## src/shared/dcc_pkg.sv

```systemverilog
// Package for the control register low-half block of the synthesizer core.
// Assumes a single 250 MHz reference clock and a host port that presents whole 32-bit words.
package dcc_pkg;

	// Register address of the first control register on the host port.
	localparam logic [7:0]  CTRL1_ADDR      = 8'h00;
	// Reset value of the first control register; all control bits start cleared.
	localparam logic [31:0] CTRL1_RESET     = 32'h0000_0000;

	// Field positions inside the first control register.
	localparam int          MOD_EN_BIT      = 28;
	localparam int          DEST_HI_BIT     = 13;
	localparam int          DEST_LO_BIT     = 12;
	localparam int          AUX_EN_BIT      = 11;
	localparam int          DC_OUT_BIT      = 10;
	localparam int          TRIG_STATE_BIT  = 9;
	localparam int          NO_DWELL_BIT    = 8;
	localparam int          EXT_PD_FULL_BIT = 7;
	localparam int          DIG_PD_BIT      = 6;
	localparam int          DAC_PD_BIT      = 5;
	localparam int          CLK_PD_BIT      = 4;
	localparam int          RELOAD_BIT      = 3;
	localparam int          AUX_CLR_BIT     = 2;
	localparam int          PHASE_CLR_BIT   = 1;
	localparam int          SINE_BIT        = 0;

	// Destination field encodings.
	localparam logic [1:0]  DEST_FREQ       = 2'h0;
	localparam logic [1:0]  DEST_PHASE      = 2'h1;

	// Width of the sweep ramp rate timer.
	localparam int          RATE_W          = 16;
	localparam logic [15:0] RATE_RESET      = 16'h0001;

	// Where the auxiliary accumulator output is steered.
	typedef enum logic [1:0] {
		DCC_ROUTE_NONE,
		DCC_ROUTE_FREQ,
		DCC_ROUTE_PHASE
	} dcc_route_t;

endpackage : dcc_pkg
```

## src/rtl/dcc_ctrl.sv

```systemverilog
// Control register low half: host write, update-strobe transfer and decoded controls.
// Assumes the host port and update strobe are synchronous to ref_clk; the power-down pin is not.
`timescale 1ns/1ps

// Functional notes
// - Destination zero: frequency keying and frequency sweep.
// - Destination one: phase keying and phase sweep.
// - Enable bit activates the auxiliary accumulator.
// - DC bit forces full scale during sweep.
// - Trigger bit picks edge or state sweep.
// - No-dwell returns sweep to start value.
// - Fast pin power-down affects digital logic only.
// - Full pin power-down shuts every function.
// - Digital power-down bit idles the core.
// - DAC power-down bit idles the converter.
// - Clock power-down bit stops all clocks.
// - Reload clear: timer finishes, then loads rate.
// - Reload set: update strobe reloads timer now.
// - Aux auto-clear zeroes accumulator one cycle.
// - Phase auto-clear zeroes accumulator one cycle.
// - Waveform bit: zero cosine, one sine.
// - Written bits act only after update strobe or profile change.
// - Modulus bit replaces sweep with modulus use.
module dcc_ctrl
	import dcc_pkg::*;
(
	// Clock and reset.
	input  wire logic              ref_clk,
	input  wire logic              rst_n,
	// Host register port.
	input  wire logic              host_wr,
	input  wire logic              host_rd,
	input  wire logic [7:0]        host_addr,
	input  wire logic [31:0]       host_wdata,
	output logic      [31:0]       host_rdata_q,
	// Update strobe and profile change, both on ref_clk.
	input  wire logic              io_update,
	input  wire logic              profile_change,
	// External power-down pin, asynchronous.
	input  wire logic              power_down_control_pin,
	// New sweep ramp rate value for the ramp timer.
	input  wire logic [RATE_W-1:0] sweep_ramp_rate,
	// Decoded controls to the core.
	output logic                   aux_active_q,
	output dcc_route_t             aux_route_q,
	output logic                   keying_phase_q,
	output logic                   modulus_mode_q,
	output logic                   dc_full_scale_q,
	output logic                   dds_out_off_q,
	output logic                   trig_state_q,
	output logic                   sweep_return_q,
	output logic                   digital_off_q,
	output logic                   dac_digital_off_q,
	output logic                   dac_analog_off_q,
	output logic                   pll_off_q,
	output logic                   clock_gen_off_q,
	output logic                   aux_clear_q,
	output logic                   phase_clear_q,
	output logic                   sine_select_q,
	// Ramp rate timer state.
	output logic [RATE_W-1:0]      ramp_timer_q,
	output logic                   ramp_tick_q
);

	// Shadow copy written by the host and active copy used by the core.
	logic [31:0]       shadow_q, shadow_d;
	logic [31:0]       active_q, active_d;
	// Two-stage synchroniser for the power-down pin.
	logic              pd_meta_q, pd_sync_q;
	// Ramp timer, its reload value and the pending reload value.
	logic [RATE_W-1:0] timer_d, rate_q, rate_d;
	logic              tick_d;
	// Next values of the decoded outputs.
	logic              aux_active_d, keying_phase_d, modulus_d, dc_d, dds_off_d;
	logic              trig_d, ret_d, dig_off_d, dacd_off_d, daca_off_d, pll_off_d;
	logic              clk_off_d, aux_clr_d, ph_clr_d, sine_d;
	dcc_route_t        route_d;
	logic [31:0]       rdata_d;
	logic              transfer;
	logic              sweep_on;

	// Transfer to the active copy happens on the update strobe or a profile change.
	assign transfer = io_update | profile_change;

	// Register copies: host writes only touch the shadow copy, so nothing reaches the core early.
	always_comb begin
		shadow_d = shadow_q;
		active_d = active_q;
		rdata_d  = host_rdata_q;
		if (host_wr && host_addr == CTRL1_ADDR) begin
			shadow_d = host_wdata;
		end
		if (transfer) begin
			active_d = shadow_d;
		end
		if (host_rd) begin
			// Unmapped reads return zero rather than stale data.
			rdata_d = (host_addr == CTRL1_ADDR) ? shadow_q : 32'h0000_0000;
		end
	end

	// Sweep behaviour only matters while the auxiliary accumulator runs as a sweep.
	assign sweep_on = active_q[AUX_EN_BIT];

	// Decode of the active copy into the controls the core consumes.
	always_comb begin
		aux_active_d   = active_q[AUX_EN_BIT];
		// Modulus selection is only honoured with sweep enabled.
		modulus_d      = sweep_on & active_q[MOD_EN_BIT];
		// Destination values other than zero are not defended in modulus mode.
		keying_phase_d = (active_q[DEST_HI_BIT:DEST_LO_BIT] == DEST_PHASE);
		if (!sweep_on || modulus_d) begin
			route_d = DCC_ROUTE_NONE;
		end else if (active_q[DEST_HI_BIT:DEST_LO_BIT] == DEST_FREQ) begin
			route_d = DCC_ROUTE_FREQ;
		end else if (active_q[DEST_HI_BIT:DEST_LO_BIT] == DEST_PHASE) begin
			route_d = DCC_ROUTE_PHASE;
		end else begin
			route_d = DCC_ROUTE_NONE;
		end
		dc_d      = sweep_on & active_q[DC_OUT_BIT];
		dds_off_d = dc_d;
		trig_d    = active_q[TRIG_STATE_BIT];
		ret_d     = sweep_on & active_q[NO_DWELL_BIT];
		// Pin power-down: fast mode spares analog, PLL and clocks; full mode hits all.
		dig_off_d  = active_q[DIG_PD_BIT] | pd_sync_q;
		dacd_off_d = active_q[DAC_PD_BIT] | pd_sync_q;
		daca_off_d = active_q[DAC_PD_BIT] | (pd_sync_q & active_q[EXT_PD_FULL_BIT]);
		pll_off_d  = pd_sync_q & active_q[EXT_PD_FULL_BIT];
		clk_off_d  = active_q[CLK_PD_BIT] | (pd_sync_q & active_q[EXT_PD_FULL_BIT]);
		// Clear pulses use the value being transferred so a set-and-update acts at once.
		aux_clr_d = io_update & shadow_d[AUX_CLR_BIT];
		ph_clr_d  = io_update & shadow_d[PHASE_CLR_BIT];
		sine_d    = active_q[SINE_BIT];
	end

	// Ramp rate timer: counts down; reload policy chosen by the reload bit.
	always_comb begin
		rate_d  = rate_q;
		timer_d = ramp_timer_q;
		tick_d  = 1'b0;
		if (io_update) begin
			rate_d = sweep_ramp_rate;
		end
		if (io_update && shadow_d[RELOAD_BIT]) begin
			timer_d = sweep_ramp_rate;
		end else if (ramp_timer_q <= RATE_RESET) begin
			// Expiry: only now does a pending rate take effect.
			timer_d = rate_d;
			tick_d  = 1'b1;
		end else begin
			timer_d = ramp_timer_q - RATE_RESET;
		end
	end

	// Power-down pin synchroniser; the first stage feeds only the second.
	always_ff @(posedge ref_clk) begin
		if (!rst_n) begin
			pd_meta_q <= 1'b0;
			pd_sync_q <= 1'b0;
		end else begin
			pd_meta_q <= power_down_control_pin;
			pd_sync_q <= pd_meta_q;
		end
	end

	// All registered state and outputs except the pin synchroniser.
	always_ff @(posedge ref_clk) begin
		if (!rst_n) begin
			shadow_q          <= CTRL1_RESET;
			active_q          <= CTRL1_RESET;
			host_rdata_q      <= 32'h0000_0000;
			aux_active_q      <= 1'b0;
			aux_route_q       <= DCC_ROUTE_NONE;
			keying_phase_q    <= 1'b0;
			modulus_mode_q    <= 1'b0;
			dc_full_scale_q   <= 1'b0;
			dds_out_off_q     <= 1'b0;
			trig_state_q      <= 1'b0;
			sweep_return_q    <= 1'b0;
			digital_off_q     <= 1'b0;
			dac_digital_off_q <= 1'b0;
			dac_analog_off_q  <= 1'b0;
			pll_off_q         <= 1'b0;
			clock_gen_off_q   <= 1'b0;
			aux_clear_q       <= 1'b0;
			phase_clear_q     <= 1'b0;
			sine_select_q     <= 1'b0;
			rate_q            <= RATE_RESET;
			ramp_timer_q      <= RATE_RESET;
			ramp_tick_q       <= 1'b0;
		end else begin
			shadow_q          <= shadow_d;
			active_q          <= active_d;
			host_rdata_q      <= rdata_d;
			aux_active_q      <= aux_active_d;
			aux_route_q       <= route_d;
			keying_phase_q    <= keying_phase_d;
			modulus_mode_q    <= modulus_d;
			dc_full_scale_q   <= dc_d;
			dds_out_off_q     <= dds_off_d;
			trig_state_q      <= trig_d;
			sweep_return_q    <= ret_d;
			digital_off_q     <= dig_off_d;
			dac_digital_off_q <= dacd_off_d;
			dac_analog_off_q  <= daca_off_d;
			pll_off_q         <= pll_off_d;
			clock_gen_off_q   <= clk_off_d;
			aux_clear_q       <= aux_clr_d;
			phase_clear_q     <= ph_clr_d;
			sine_select_q     <= sine_d;
			rate_q            <= rate_d;
			ramp_timer_q      <= timer_d;
			ramp_tick_q       <= tick_d;
		end
	end

endmodule : dcc_ctrl

```

## config.mk

```make
export PLATFORM = sky130hd
export DESIGN_NAME = dcc_ctrl
export DESIGN_NICKNAME = d
export VERILOG_FILES = /design/src/shared/dcc_pkg.sv /design/src/rtl/dcc_ctrl.sv
export SDC_FILE = /design/constraint.sdc
export NUM_CORES = 1
export LEC_CHECK = 0
export BUFFER_PORTS_ARGS = -buffer_cell sky130_fd_sc_hd__buf_4
export CORE_MARGIN = 2
export CORE_UTILIZATION = 40
export CTS_CLUSTER_SIZE = 30
export DETAILED_ROUTE_END_ITERATION = 6
export GPL_TIMING_DRIVEN = 0
export PLACE_DENSITY = 0.61
export SLEW_MARGIN = 20
export SYNTH_ARGS = -nofsm -noshare
export SYNTH_HDL_FRONTEND = slang
export SYNTH_SLANG_ARGS = --single-unit
```

## constraint.sdc

```tcl
create_clock -name ref_clk -period 3.37 [get_ports ref_clk]
set_clock_uncertainty 0.05 [all_clocks]
set_input_delay 0.337 -clock ref_clk [delete_from_list [all_inputs] [get_ports ref_clk]]
set_output_delay 0.337 -clock ref_clk [all_outputs]
set_load 0.1 [all_outputs]
```

==> results of run 1 <==
[synth_stat cells (5+ instances only)]
library cell and number:
nor2b_1 32, a31oi_1 5, mux2i_1 32, nor2_1 88
inv_1 5, buf_1 8, and3_1 5, a211oi_1 12
nor3_1 5, o21ai_1 5, o22ai_1 5, a21oi_1 50
xnor2_1 10, dfxtp_1 127, nand2_1 56, nand4_1 5
and2_1 5, nand3_1 12, a21boi_0 5, clkbuf_1 22
[through the flow]
| step | hold WS [ps] | power (µW) |
|---|---|---|
| final | 97.3 | 5510 |
| after global routing | 110 | 5730 |
| after CTS | 89.0 | 5530 |
| after detailed placement | 370 | 3600 |
| after global placement | 371 | 3580 |
| after floorplan | 362 | 3200 |
[routing by layer]
metal  up-vias  track usage [%]  part of all wire, %
met2       107             35.5                   48
met1      2049             26.8                   45
met4         0             7.63                 0.91
met3        11             7.70                  6.6
met5         -                0                    0
li1       2130                -                    -
[layout by cell type, fill, tap and decap left out, drive strengths merged, types with 12 or more instances in the layout]
cell | synthesis | routed
nand2 | 57 | 57
nand3 | 12 | 12
nor2b | 32 | 32
clkbuf | 22 | 42
nor2 | 88 | 88
a21oi | 50 | 50
a211oi | 13 | 13
mux2i | 32 | 32
dfxtp | 127 | 127
buf | 14 | 141
[cells by family (layout without fill, tap and decap cells)]
| kind of cell | Yosys count | in the layout |
|---|---|---|
| AOI/OAI and AO/OA | 91 | 91 |
| xor gates and xnor gates | 13 | 13 |
| adders and majority gates | 2 | 2 |
| buffers and inverters | 42 | 201 |
| DFF | 127 | 127 |
| muxes | 39 | 39 |
| and+or+nand+nor | 228 | 228 |
[final cells by class]
type / instances / area (µm²)
Sequential cell: 127 / 2540
Multi-Input combinational cell: 373 / 2200
Timing Repair Buffer: 127 / 953
Inverter: 6 / 22.5
Buffer: 36 / 158
Tap cell: 147 / 184
Clock buffer: 20 / 457
Clock inverter: 12 / 165
Fill cell: 1108 / 5330
[power breakdown]
| group | total (µW) | switching, µW | leakage [µW] | internal, µW |
|---|---|---|---|---|
| clock | 1920 | 657 | 0.000305 | 1270 |
| sequential | 1760 | 147 | 0.00103 | 1610 |
| combinational | 1820 | 1190 | 0.00158 | 630 |
[worst max-delay path, delay by kind of cell, from the launching register on]
| kind | cells | cell delay (ps) |
|---|---|---|
| AND/OR/NAND/NOR | 3 | 1490 |
| flip-flops | 1 | 370 |
| multiplexers | 1 | 410 |
| AO/OA/AOI/OAI | 1 | 150 |
[final timing paths]
path                                end  slack (ps)                       start  depth (start not counted)
max reg2reg  ramp_timer_q[1]$_SDFF_PN0_         800  ramp_timer_q[6]$_SDFF_PN0_                          5
max          ramp_timer_q[1]$_SDFF_PN0_         800  ramp_timer_q[6]$_SDFF_PN0_                          5
min                pd_meta_q$_SDFF_PN0_         100      power_down_control_pin                          2
min reg2reg        pd_sync_q$_SDFF_PN0_         390        pd_meta_q$_SDFF_PN0_                          1
==> impl_metrics.json, run 1 <==
{
  "outcome": "complete, no violations",
  "synth_top_family_by_area": "simple AND/OR/NAND/NOR gates",
  "cts_buffer_depth": 2,
  "synthFlopType": "dfxtp_1",
  "route.detailed.drc": 0,
  "ir_worst_vdd_uv": 436,
  "grt_pass1_wl_um": 22200,
  "grt_overflow": 0,
  "drtPass1Iterations": 4,
  "synth.area.mux_share_pct": 8.26,
  "fp.coreArea_um2": 12000,
  "diodes": 0,
  "fmax_mhz": 390,
  "syn-cell-area_um2": 4920,
  "start_util_pct": 41.0,
  "rows": 40,
  "worstSetupPathType": "reg -> reg",
  "critical_path.max_stage_delay_ps": 860,
  "place_congestion": 0.821,
  "cp-end-kind": "flop",
  "clk_pin_slew_ps": 50,
  "period_needed_ps": 2570,
  "synth_top_cells_by_area": "dfxtp_1 (52%), nor2_1 (6.7%), mux2i_1 (6.5%)",
  "synthSimpleGateAreaFrac_pct": 22.3,
  "wl_per_cell_um": 16.3,
  "worstMarginPinSlew_ps": 980,
  "power_leakage_uw": 0.00291,
  "finalWirelength_um": 13800,
  "ys_types": 46,
  "cts-root-buf": "clkbuf_16",
  "fin_ws_ps": 803,
  "layout-drive-gt1-share_pct": 25.5,
  "place_inst": 816,
  "hold_viol": 0,
  "yosysSeqAreaShare_pct": 51.6,
  "period_share_pct": 76.2,
  "maxCapViolCount": 0,
  "final-instance-count-excl-fill": 848,
  "dpl-instance-area_um2": 6060,
  "cts_hold_buf": 0,
  "ys_ff_latch": 127,
  "synthesis.nets": 607,
  "cts_setup_buffers": 0,
  "via_count": 4297,
  "synthCells": 542,
  "crit_chain": "nor4_4, nand2_2, nor4_2, mux2_2, o22ai_1",
  "design_area_um2": 6680,
  "async_reset_ff_share_pct": 0,
  "synthAdderAreaFrac_pct": 0.508,
  "cts_made_buffers": 17,
  "dr.first_iter.drc_count": 191,
  "fin_tns_setup_ps": 0,
  "crit_fanout": 9,
  "hpwl_um": 10000,
  "startpoint_type": "flop",
  "synth_xor_area_share_pct": 2.31,
  "cts_sinks": 127,
  "max-slew-margin-rel_pct": 34.1,
  "place_ws_ps": 735,
  "clock_latency_ps": 420,
  "synth_top_cell_by_area": "dfxtp_1",
  "cts_resized": 0,
  "portBuffers": 127,
  "rsz0062_at_grt": "no",
  "syn_area_per_cell_um2": 9.09,
  "antenna_found_initial": 0,
  "fin_util_pct": 55.6,
  "boundaryPins": 129,
  "netlist.area_leader.share_pct": 51.6,
  "cts_htree_levels": 4,
  "synth_enable_flop_cells": 0,
  "cp.arrival_ps": 2850,
  "cpMaxStageDelayCell": "nor4_2",
  "finalSetupViolCount": 0,
  "hold_class": "in -> reg",
  "synth_warnings": 0,
  "die_w_um": 115,
  "grt_pass1_vias": 4394,
  "die_h_um": 115,
  "grt_usage_pct": 21.8,
  "cts_tree": "built",
  "p_per_area_nw_per_um2": 824,
  "report.final.slew_viol_count": 0,
  "nets": 753,
  "die-area_um2": 13200,
  "via_per_inst": 5.07,
  "required_ps": 3660,
  "ant_nets": 0,
  "grt_max_degree": 17,
  "area.growth.synth_to_final_pct": 35.7,
  "synth-compound-area-share_pct": 11.3
}
Note: power is estimated with default switching activity, not from simulation.
==> inputs of run 2 (changes only) <==
--- a/config.mk
+++ b/config.mk
@@ -5,6 +5,7 @@
 export SDC_FILE = /design/constraint.sdc
 export NUM_CORES = 1
 export LEC_CHECK = 0
+export ABC_AREA = 1
 export BUFFER_PORTS_ARGS = -buffer_cell sky130_fd_sc_hd__buf_4
 export CORE_MARGIN = 2
 export CORE_UTILIZATION = 40
==> constraint.sdc (replaced) <==
create_clock -name ref_clk -period 2.45 [get_ports ref_clk]
set_clock_uncertainty 0.05 [all_clocks]
set_input_delay 0.245 -clock ref_clk [delete_from_list [all_inputs] [get_ports ref_clk]]
set_output_delay 0.245 -clock ref_clk [all_outputs]
set_load 0.1 [all_outputs]
==> run 2 against run 1 <==
  * Synthesized cell count up 27%
  * Via count is 16% higher
  * First-iteration DRC count grew 120%
  * Critical path depth up 5
==> impl_metrics.json, run 2 <==
{
  "rows": 41,
  "grt_overflow": 0,
  "ir_worst_vdd_uv": 626,
  "report.final.slew_viol_count": 0,
  "power_leakage_uw": 0.00322,
  "via_count": 4971,
  "synthCells": 689,
  "synthSimpleGateAreaFrac_pct": 25.0,
  "worstMarginPinSlew_ps": 747,
  "fp.coreArea_um2": 12700,
  "cts_tree": "built",
  "hold_class": "in -> reg",
  "synth.area.mux_share_pct": 2.10,
  "synth_enable_flop_cells": 0,
  "rsz0062_at_grt": "no",
  "grt_usage_pct": 21.9,
  "crit_start": "ramp_timer_q[0]$_SDFF_PN1_",
  "netlist.area_leader.share_pct": 48.5,
  "use_met2_pct": 35.3,
  "dr.first_iter.drc_count": 414,
  "synth_top_cells_by_area": "dfxtp_1 (49%), nand2_1 (11%), a21oi_1 (7.0%)",
  "crit_fanout": 7,
  "p_per_area_nw_per_um2": 1130,
  "area.growth.synth_to_final_pct": 34.7,
  "via_per_inst": 4.88,
  "portBuffers": 124,
  "grt_pass1_vias": 4747,
  "antenna_found_initial": 0,
  "place_inst": 985,
  "nets": 899,
  "final-instance-count-excl-fill": 1019,
  "cts_htree_levels": 4,
  "start_util_pct": 41.2,
  "die_w_um": 118,
  "fmax_mhz": 512,
  "cts_sinks": 127,
  "syn-cell-area_um2": 5240,
  "reg2reg_setup_slack_ps": 500,
  "die-area_um2": 14000,
  "crit_chain": "inv_1, ha_1, nand2_4, nor2_2, nand2_1, nand2_2, nand2_1, nand2_1, nand2_1, a21oi_2",
  "cpMaxStageDelayCell": "dfxtp_1",
  "grt_use_met3_pct": 5.16,
  "fillers": 1240,
  "diodes": 0,
  "wl_per_cell_um": 14.6,
  "synth_warnings": 0,
  "period_share_pct": 79.7,
  "r2r-start": "ramp_timer_q[0]$_SDFF_PN1_",
  "ant_nets": 0,
  "ys_top_cells_by_count": "nand2_1 (156), dfxtp_1 (127), a21oi_1 (73)",
  "synthAdderAreaFrac_pct": 0.478,
  "layout_commonest_cell": "nand2_1",
  "route.detailed.drc": 0,
  "max-slew-margin-rel_pct": 50.2,
  "path_buf_inv": 1,
  "async_reset_ff_share_pct": 0,
  "critical_path.max_stage_delay_ps": 340,
  "layout.area.seq_um2": 2540,
  "finalSetupViolCount": 0,
  "clock_latency_ps": 420,
  "period_needed_ps": 1950,
  "final_cell_mix": "nand2_1 (156), buf_4 (129), dfxtp_1 (127)",
  "crit_top_cell": "nand2_1",
  "cpLargestDelayFamily": "simple AND/OR/NAND/NOR gates",
  "cts_made_buffers": 17,
  "drtPass1Iterations": 5,
  "ys_types": 33,
  "cp_num_cells": 10,
  "cts_resized": 0,
  "cp.arrival_ps": 2240,
  "finalWirelength_um": 14900,
  "required_ps": 2740,
  "cp-end-kind": "flop",
  "cts-root-buf": "clkbuf_16",
  "place_congestion": 0.868,
  "cts_hold_buf": 2,
  "die_h_um": 118,
  "synth_xor_area_share_pct": 0.669,
  "endpoint": "ramp_timer_q[2]$_SDFF_PN0_",
  "synth-compound-area-share_pct": 15.5,
  "fin_tns_setup_ps": 0,
  "synth_top_cell_by_area": "dfxtp_1",
  "grt_max_degree": 17,
  "synthesis.nets": 754,
  "startpoint_type": "flop",
  "hpwl_um": 11000,
  "grt_pass1_wl_um": 24100,
  "maxCapViolCount": 0,
  "r2r-end": "ramp_timer_q[2]$_SDFF_PN0_",
  "use_met1_pct": 28.5,
  "yosysSeqAreaShare_pct": 48.5,
  "hold_viol": 0,
  "synth.most_common_cell": "nand2_1",
  "multi_input_area_um2": 2290,
  "ys_ff_latch": 127,
  "layout-drive-gt1-share_pct": 24.4,
  "clk_pin_slew_ps": 60,
  "synthFlopType": "dfxtp_1",
  "cts_buffer_depth": 2,
  "outcome": "complete, no violations",
  "reg2reg_depth": 10,
  "boundaryPins": 129,
  "cts_setup_buffers": 0,
  "worstSetupPathType": "reg -> reg",
  "top_usage_layer": "met2",
  "synth_top_family_by_area": "simple AND/OR/NAND/NOR gates",
  "syn_area_per_cell_um2": 7.60
}
run 2: per-stage QoR:
stage | instance area [µm²] | util (%) | setup slack, ps | hold WS [ps] | total power [µW]
after CTS | 7060 | 55.5 | 495 | 17.7 | 8030
final | 7060 | 55.5 | 497 | 31.0 | 7990
after detailed placement | 6380 | 50.2 | 514 | 357 | 5280
after global routing | 7060 | 55.5 | 291 | 47.6 | 8390
after global placement | 6380 | 50.2 | 556 | 342 | 5240
after floorplan | 5240 | - | 93.4 | 293 | 4650
run 2: cell families after synthesis:
family,after synthesis
multiplexers,11
AO/OA/AOI/OAI,150
XOR/XNOR,4
buffers and inverters,98
adder cells (fa/ha/maj),2
AND/OR/NAND/NOR,297
flip-flops,127
run 2: how the worst min path moves through the flow:
stage	slack, ps	start	depth (start not counted)	to
3_3_place_gp	340	pd_meta_q$_SDFF_PN0_	2	pd_sync_q$_SDFF_PN0_
5_1_grt	50	sweep_ramp_rate[7]	3	ramp_timer_q[7]$_SDFF_PN0_
6_report	30	sweep_ramp_rate[7]	3	ramp_timer_q[7]$_SDFF_PN0_
4_1_cts	20	sweep_ramp_rate[7]	3	ramp_timer_q[7]$_SDFF_PN0_
3_5_place_dp	360	pd_meta_q$_SDFF_PN0_	2	pd_sync_q$_SDFF_PN0_
2_1_floorplan	290	power_down_control_pin	2	pd_meta_q$_SDFF_PN0_
run 2: area by class of cell:
type	count	share of cell area (%)
clock inverter	8	2.13
timing repair buffer	126	13.5
inverter	56	2.98
buffer	42	2.78
clock buffer	24	7.11
sequential	127	36.0
multi-input combinational	464	32.4
tap	172	3.05
run 2: routing by layer:
layer | vias to the layer above | part of all wire, %
met3 | 15 | 5.5
li1 | 2522 | -
met4 | 0 | 1.1
met5 | - | 0
met1 | 2304 | 46
met2 | 130 | 48
run 2: power breakdown:
| group | internal [µW] | total, µW | switching [µW] |
|---|---|---|---|
| Clock | 1840 | 2750 | 912 |
| Combinational | 810 | 2850 | 2040 |
| Sequential | 2230 | 2380 | 158 |
| Total | 4880 | 7990 | 3110 |
run 2: tightest hold or removal path, stage by stage:
cell and delay (ps):
buf_4 90, nor2_1 40, nor2_1 100
==> inputs of run 3 (changes only) <==
--- a/config.mk
+++ b/config.mk
@@ -12,7 +12,7 @@
 export CTS_CLUSTER_SIZE = 30
 export DETAILED_ROUTE_END_ITERATION = 6
 export GPL_TIMING_DRIVEN = 0
-export PLACE_DENSITY = 0.61
+export PLACE_DENSITY = 0.63
 export SLEW_MARGIN = 20
 export SYNTH_ARGS = -nofsm -noshare
 export SYNTH_HDL_FRONTEND = slang
==> constraint.sdc (replaced) <==
create_clock -name ref_clk -period 1.6 [get_ports ref_clk]
set_clock_uncertainty 0.05 [all_clocks]
set_input_delay 0.16 -clock ref_clk [delete_from_list [all_inputs] [get_ports ref_clk]]
set_output_delay 0.16 -clock ref_clk [all_outputs]
set_load 0.1 [all_outputs]
==> run 3 against run 2 <==
  * Worst setup slack worse by 490 ps
  * Non-clock buffer count up 48
  * Critical path depth shrank 1
  * Total power grew 64%
  * Sequential power rose by 58%
  * First-iteration DRC count is 40% lower
  * Hold slack got worse by 17 ps
  * Via count increased by 4.7%
  * Die area stayed put
==> impl_metrics.json, run 3 (synthesis gave the netlist of run 2 again) <==
{
  "design_area_um2": 7690,
  "boundaryPins": 129,
  "period_needed_ps": 1590,
  "critical_path.max_stage_delay_ps": 370,
  "layout_commonest_cell": "nand2_1",
  "hold_viol": 0,
  "ir_worst_vdd_uv": 798,
  "portBuffers": 124,
  "grt_usage_pct": 22.3,
  "required_ps": 1880,
  "startpoint_type": "flop",
  "dr.first_iter.drc_count": 248,
  "cts_tree": "built",
  "diodes": 0,
  "cts-root-buf": "clkbuf_16",
  "area.growth.synth_to_final_pct": 46.7,
  "hold_class": "in -> reg",
  "period_share_pct": 99.4,
  "final_cell_mix": "nand2_1 (152), buf_4 (135), dfxtp_1 (111)",
  "cts_htree_levels": 4,
  "crit_fanout": 10,
  "grt_max_degree": 17,
  "layout-drive-gt1-share_pct": 27.8,
  "max-slew-margin-rel_pct": 46.3,
  "via_count": 5207,
  "drtPass1Iterations": 5,
  "fp.coreArea_um2": 12700,
  "p_per_area_nw_per_um2": 1700,
  "rows": 41,
  "fin_util_pct": 60.4,
  "via_per_inst": 4.88,
  "worstMarginPinSlew_ps": 805,
  "die_w_um": 118,
  "cts_sinks": 127,
  "maxCapViolCount": 0,
  "outcome": "complete, no violations",
  "rsz0062_at_grt": "yes",
  "clk_pin_slew_ps": 60,
  "cp-end-kind": "flop",
  "fmax_mhz": 629,
  "grt_pass1_vias": 5056,
  "cpMaxStageDelayCell": "dfxtp_4",
  "cts_made_buffers": 17,
  "die-area_um2": 14000,
  "place_congestion": 0.891,
  "grt_pass1_wl_um": 24600,
  "ant_nets": 0,
  "timing.hold.ws_ps": 13.5,
  "route.detailed.drc": 0,
  "finalSetupViolCount": 0,
  "finalWirelength_um": 15400,
  "nets": 948,
  "report.final.slew_viol_count": 0,
  "die_h_um": 118,
  "grt_overflow": 0,
  "worstSetupPathType": "reg -> reg",
  "start_util_pct": 41.2,
  "antenna_found_initial": 0,
  "hpwl_um": 10900,
  "wl_per_cell_um": 14.4,
  "crit_chain": "inv_6, ha_4, nand2_4, a21oi_4, nand2_4, buf_12, nand3_2, nand3_2, a21oi_2",
  "cts_buffer_depth": 2,
  "cp.arrival_ps": 1870,
  "dpl-instance-area_um2": 6470,
  "clock_latency_ps": 420,
  "power_leakage_uw": 0.00345
}
-- run 3: changes by cell type in the layout (fill, tap and decap cells not counted), sizes merged --
cell	previous run	this run
clkinvlp	1	2
dlygate4sd3	2	44
clkbuf	48	43
clkinv	3	6
buf	142	148
nand2	160	161
bufinv	4	5
-- run 3: path summary, 6_finish.rpt --
kind                         startpoint                     endpoint  slack, ps  cells after the start
max          ramp_timer_q[0]$_SDFF_PN1_  ramp_timer_q[15]$_SDFF_PN0_         10                      9
min reg2reg        pd_meta_q$_SDFF_PN0_         pd_sync_q$_SDFF_PN0_        360                      2
min                      host_wdata[11]      shadow_q[11]$_SDFF_PN0_         10                      3
max reg2reg  ramp_timer_q[0]$_SDFF_PN1_  ramp_timer_q[15]$_SDFF_PN0_         10                      9
-- run 3: report_power, final --
| part | total [µW] | switching (µW) | internal [µW] |
|---|---|---|---|
| Combinational | 4980 | 3360 | 1620 |
| Sequential | 3750 | 270 | 3480 |
| Clock | 4330 | 1440 | 2900 |
-- run 3: final cells by class --
class / count / area (µm²)
fill: 1174 / 5040
sequential: 127 / 2590
multi-input combinational: 465 / 2370
timing repair buffer: 174 / 1420
clock buffer: 19 / 464
inverter: 56 / 220
tap: 172 / 215
clock inverter: 13 / 208
buffer: 42 / 205
-- run 3: worst max-delay path, delay by kind of cell, from the launching register on --
family / cells / cell delay [ps]
buffers and inverters: 2 / 260
AOI/OAI and AO/OA: 2 / 310
DFF: 1 / 370
adders and majority gates: 1 / 180
and+or+nand+nor: 4 / 330
-- run 3: routing by layer --
metal	global-route usage [%]	share of wire (%)
met3	5.55	5.5
met5	0	0
met4	9.90	2.4
met2	37.2	48
met1	27.2	44
-- run 3: what timing repair did --
action	in CTS	in global routing
gates resized for setup	3	17
gates cloned	0	1
setup endpoints to repair	15	16
pin swaps	2	9
hold buffers	44	0
hold endpoints to repair	54	0
buffers inserted	1	5
-- run 3: per-stage QoR --
stage	std cells	setup slack, ps	power [µW]	setup TNS, ps
after floorplan	689	-8.35	7270	-8.35
after global placement	985	-93.8	8170	-1140
after detailed placement	985	-136	8240	-1160
after CTS	1062	-6.08	12700	-11.2
after global routing	1068	-41.5	13700	-229
final	1068	9.86	13100	0
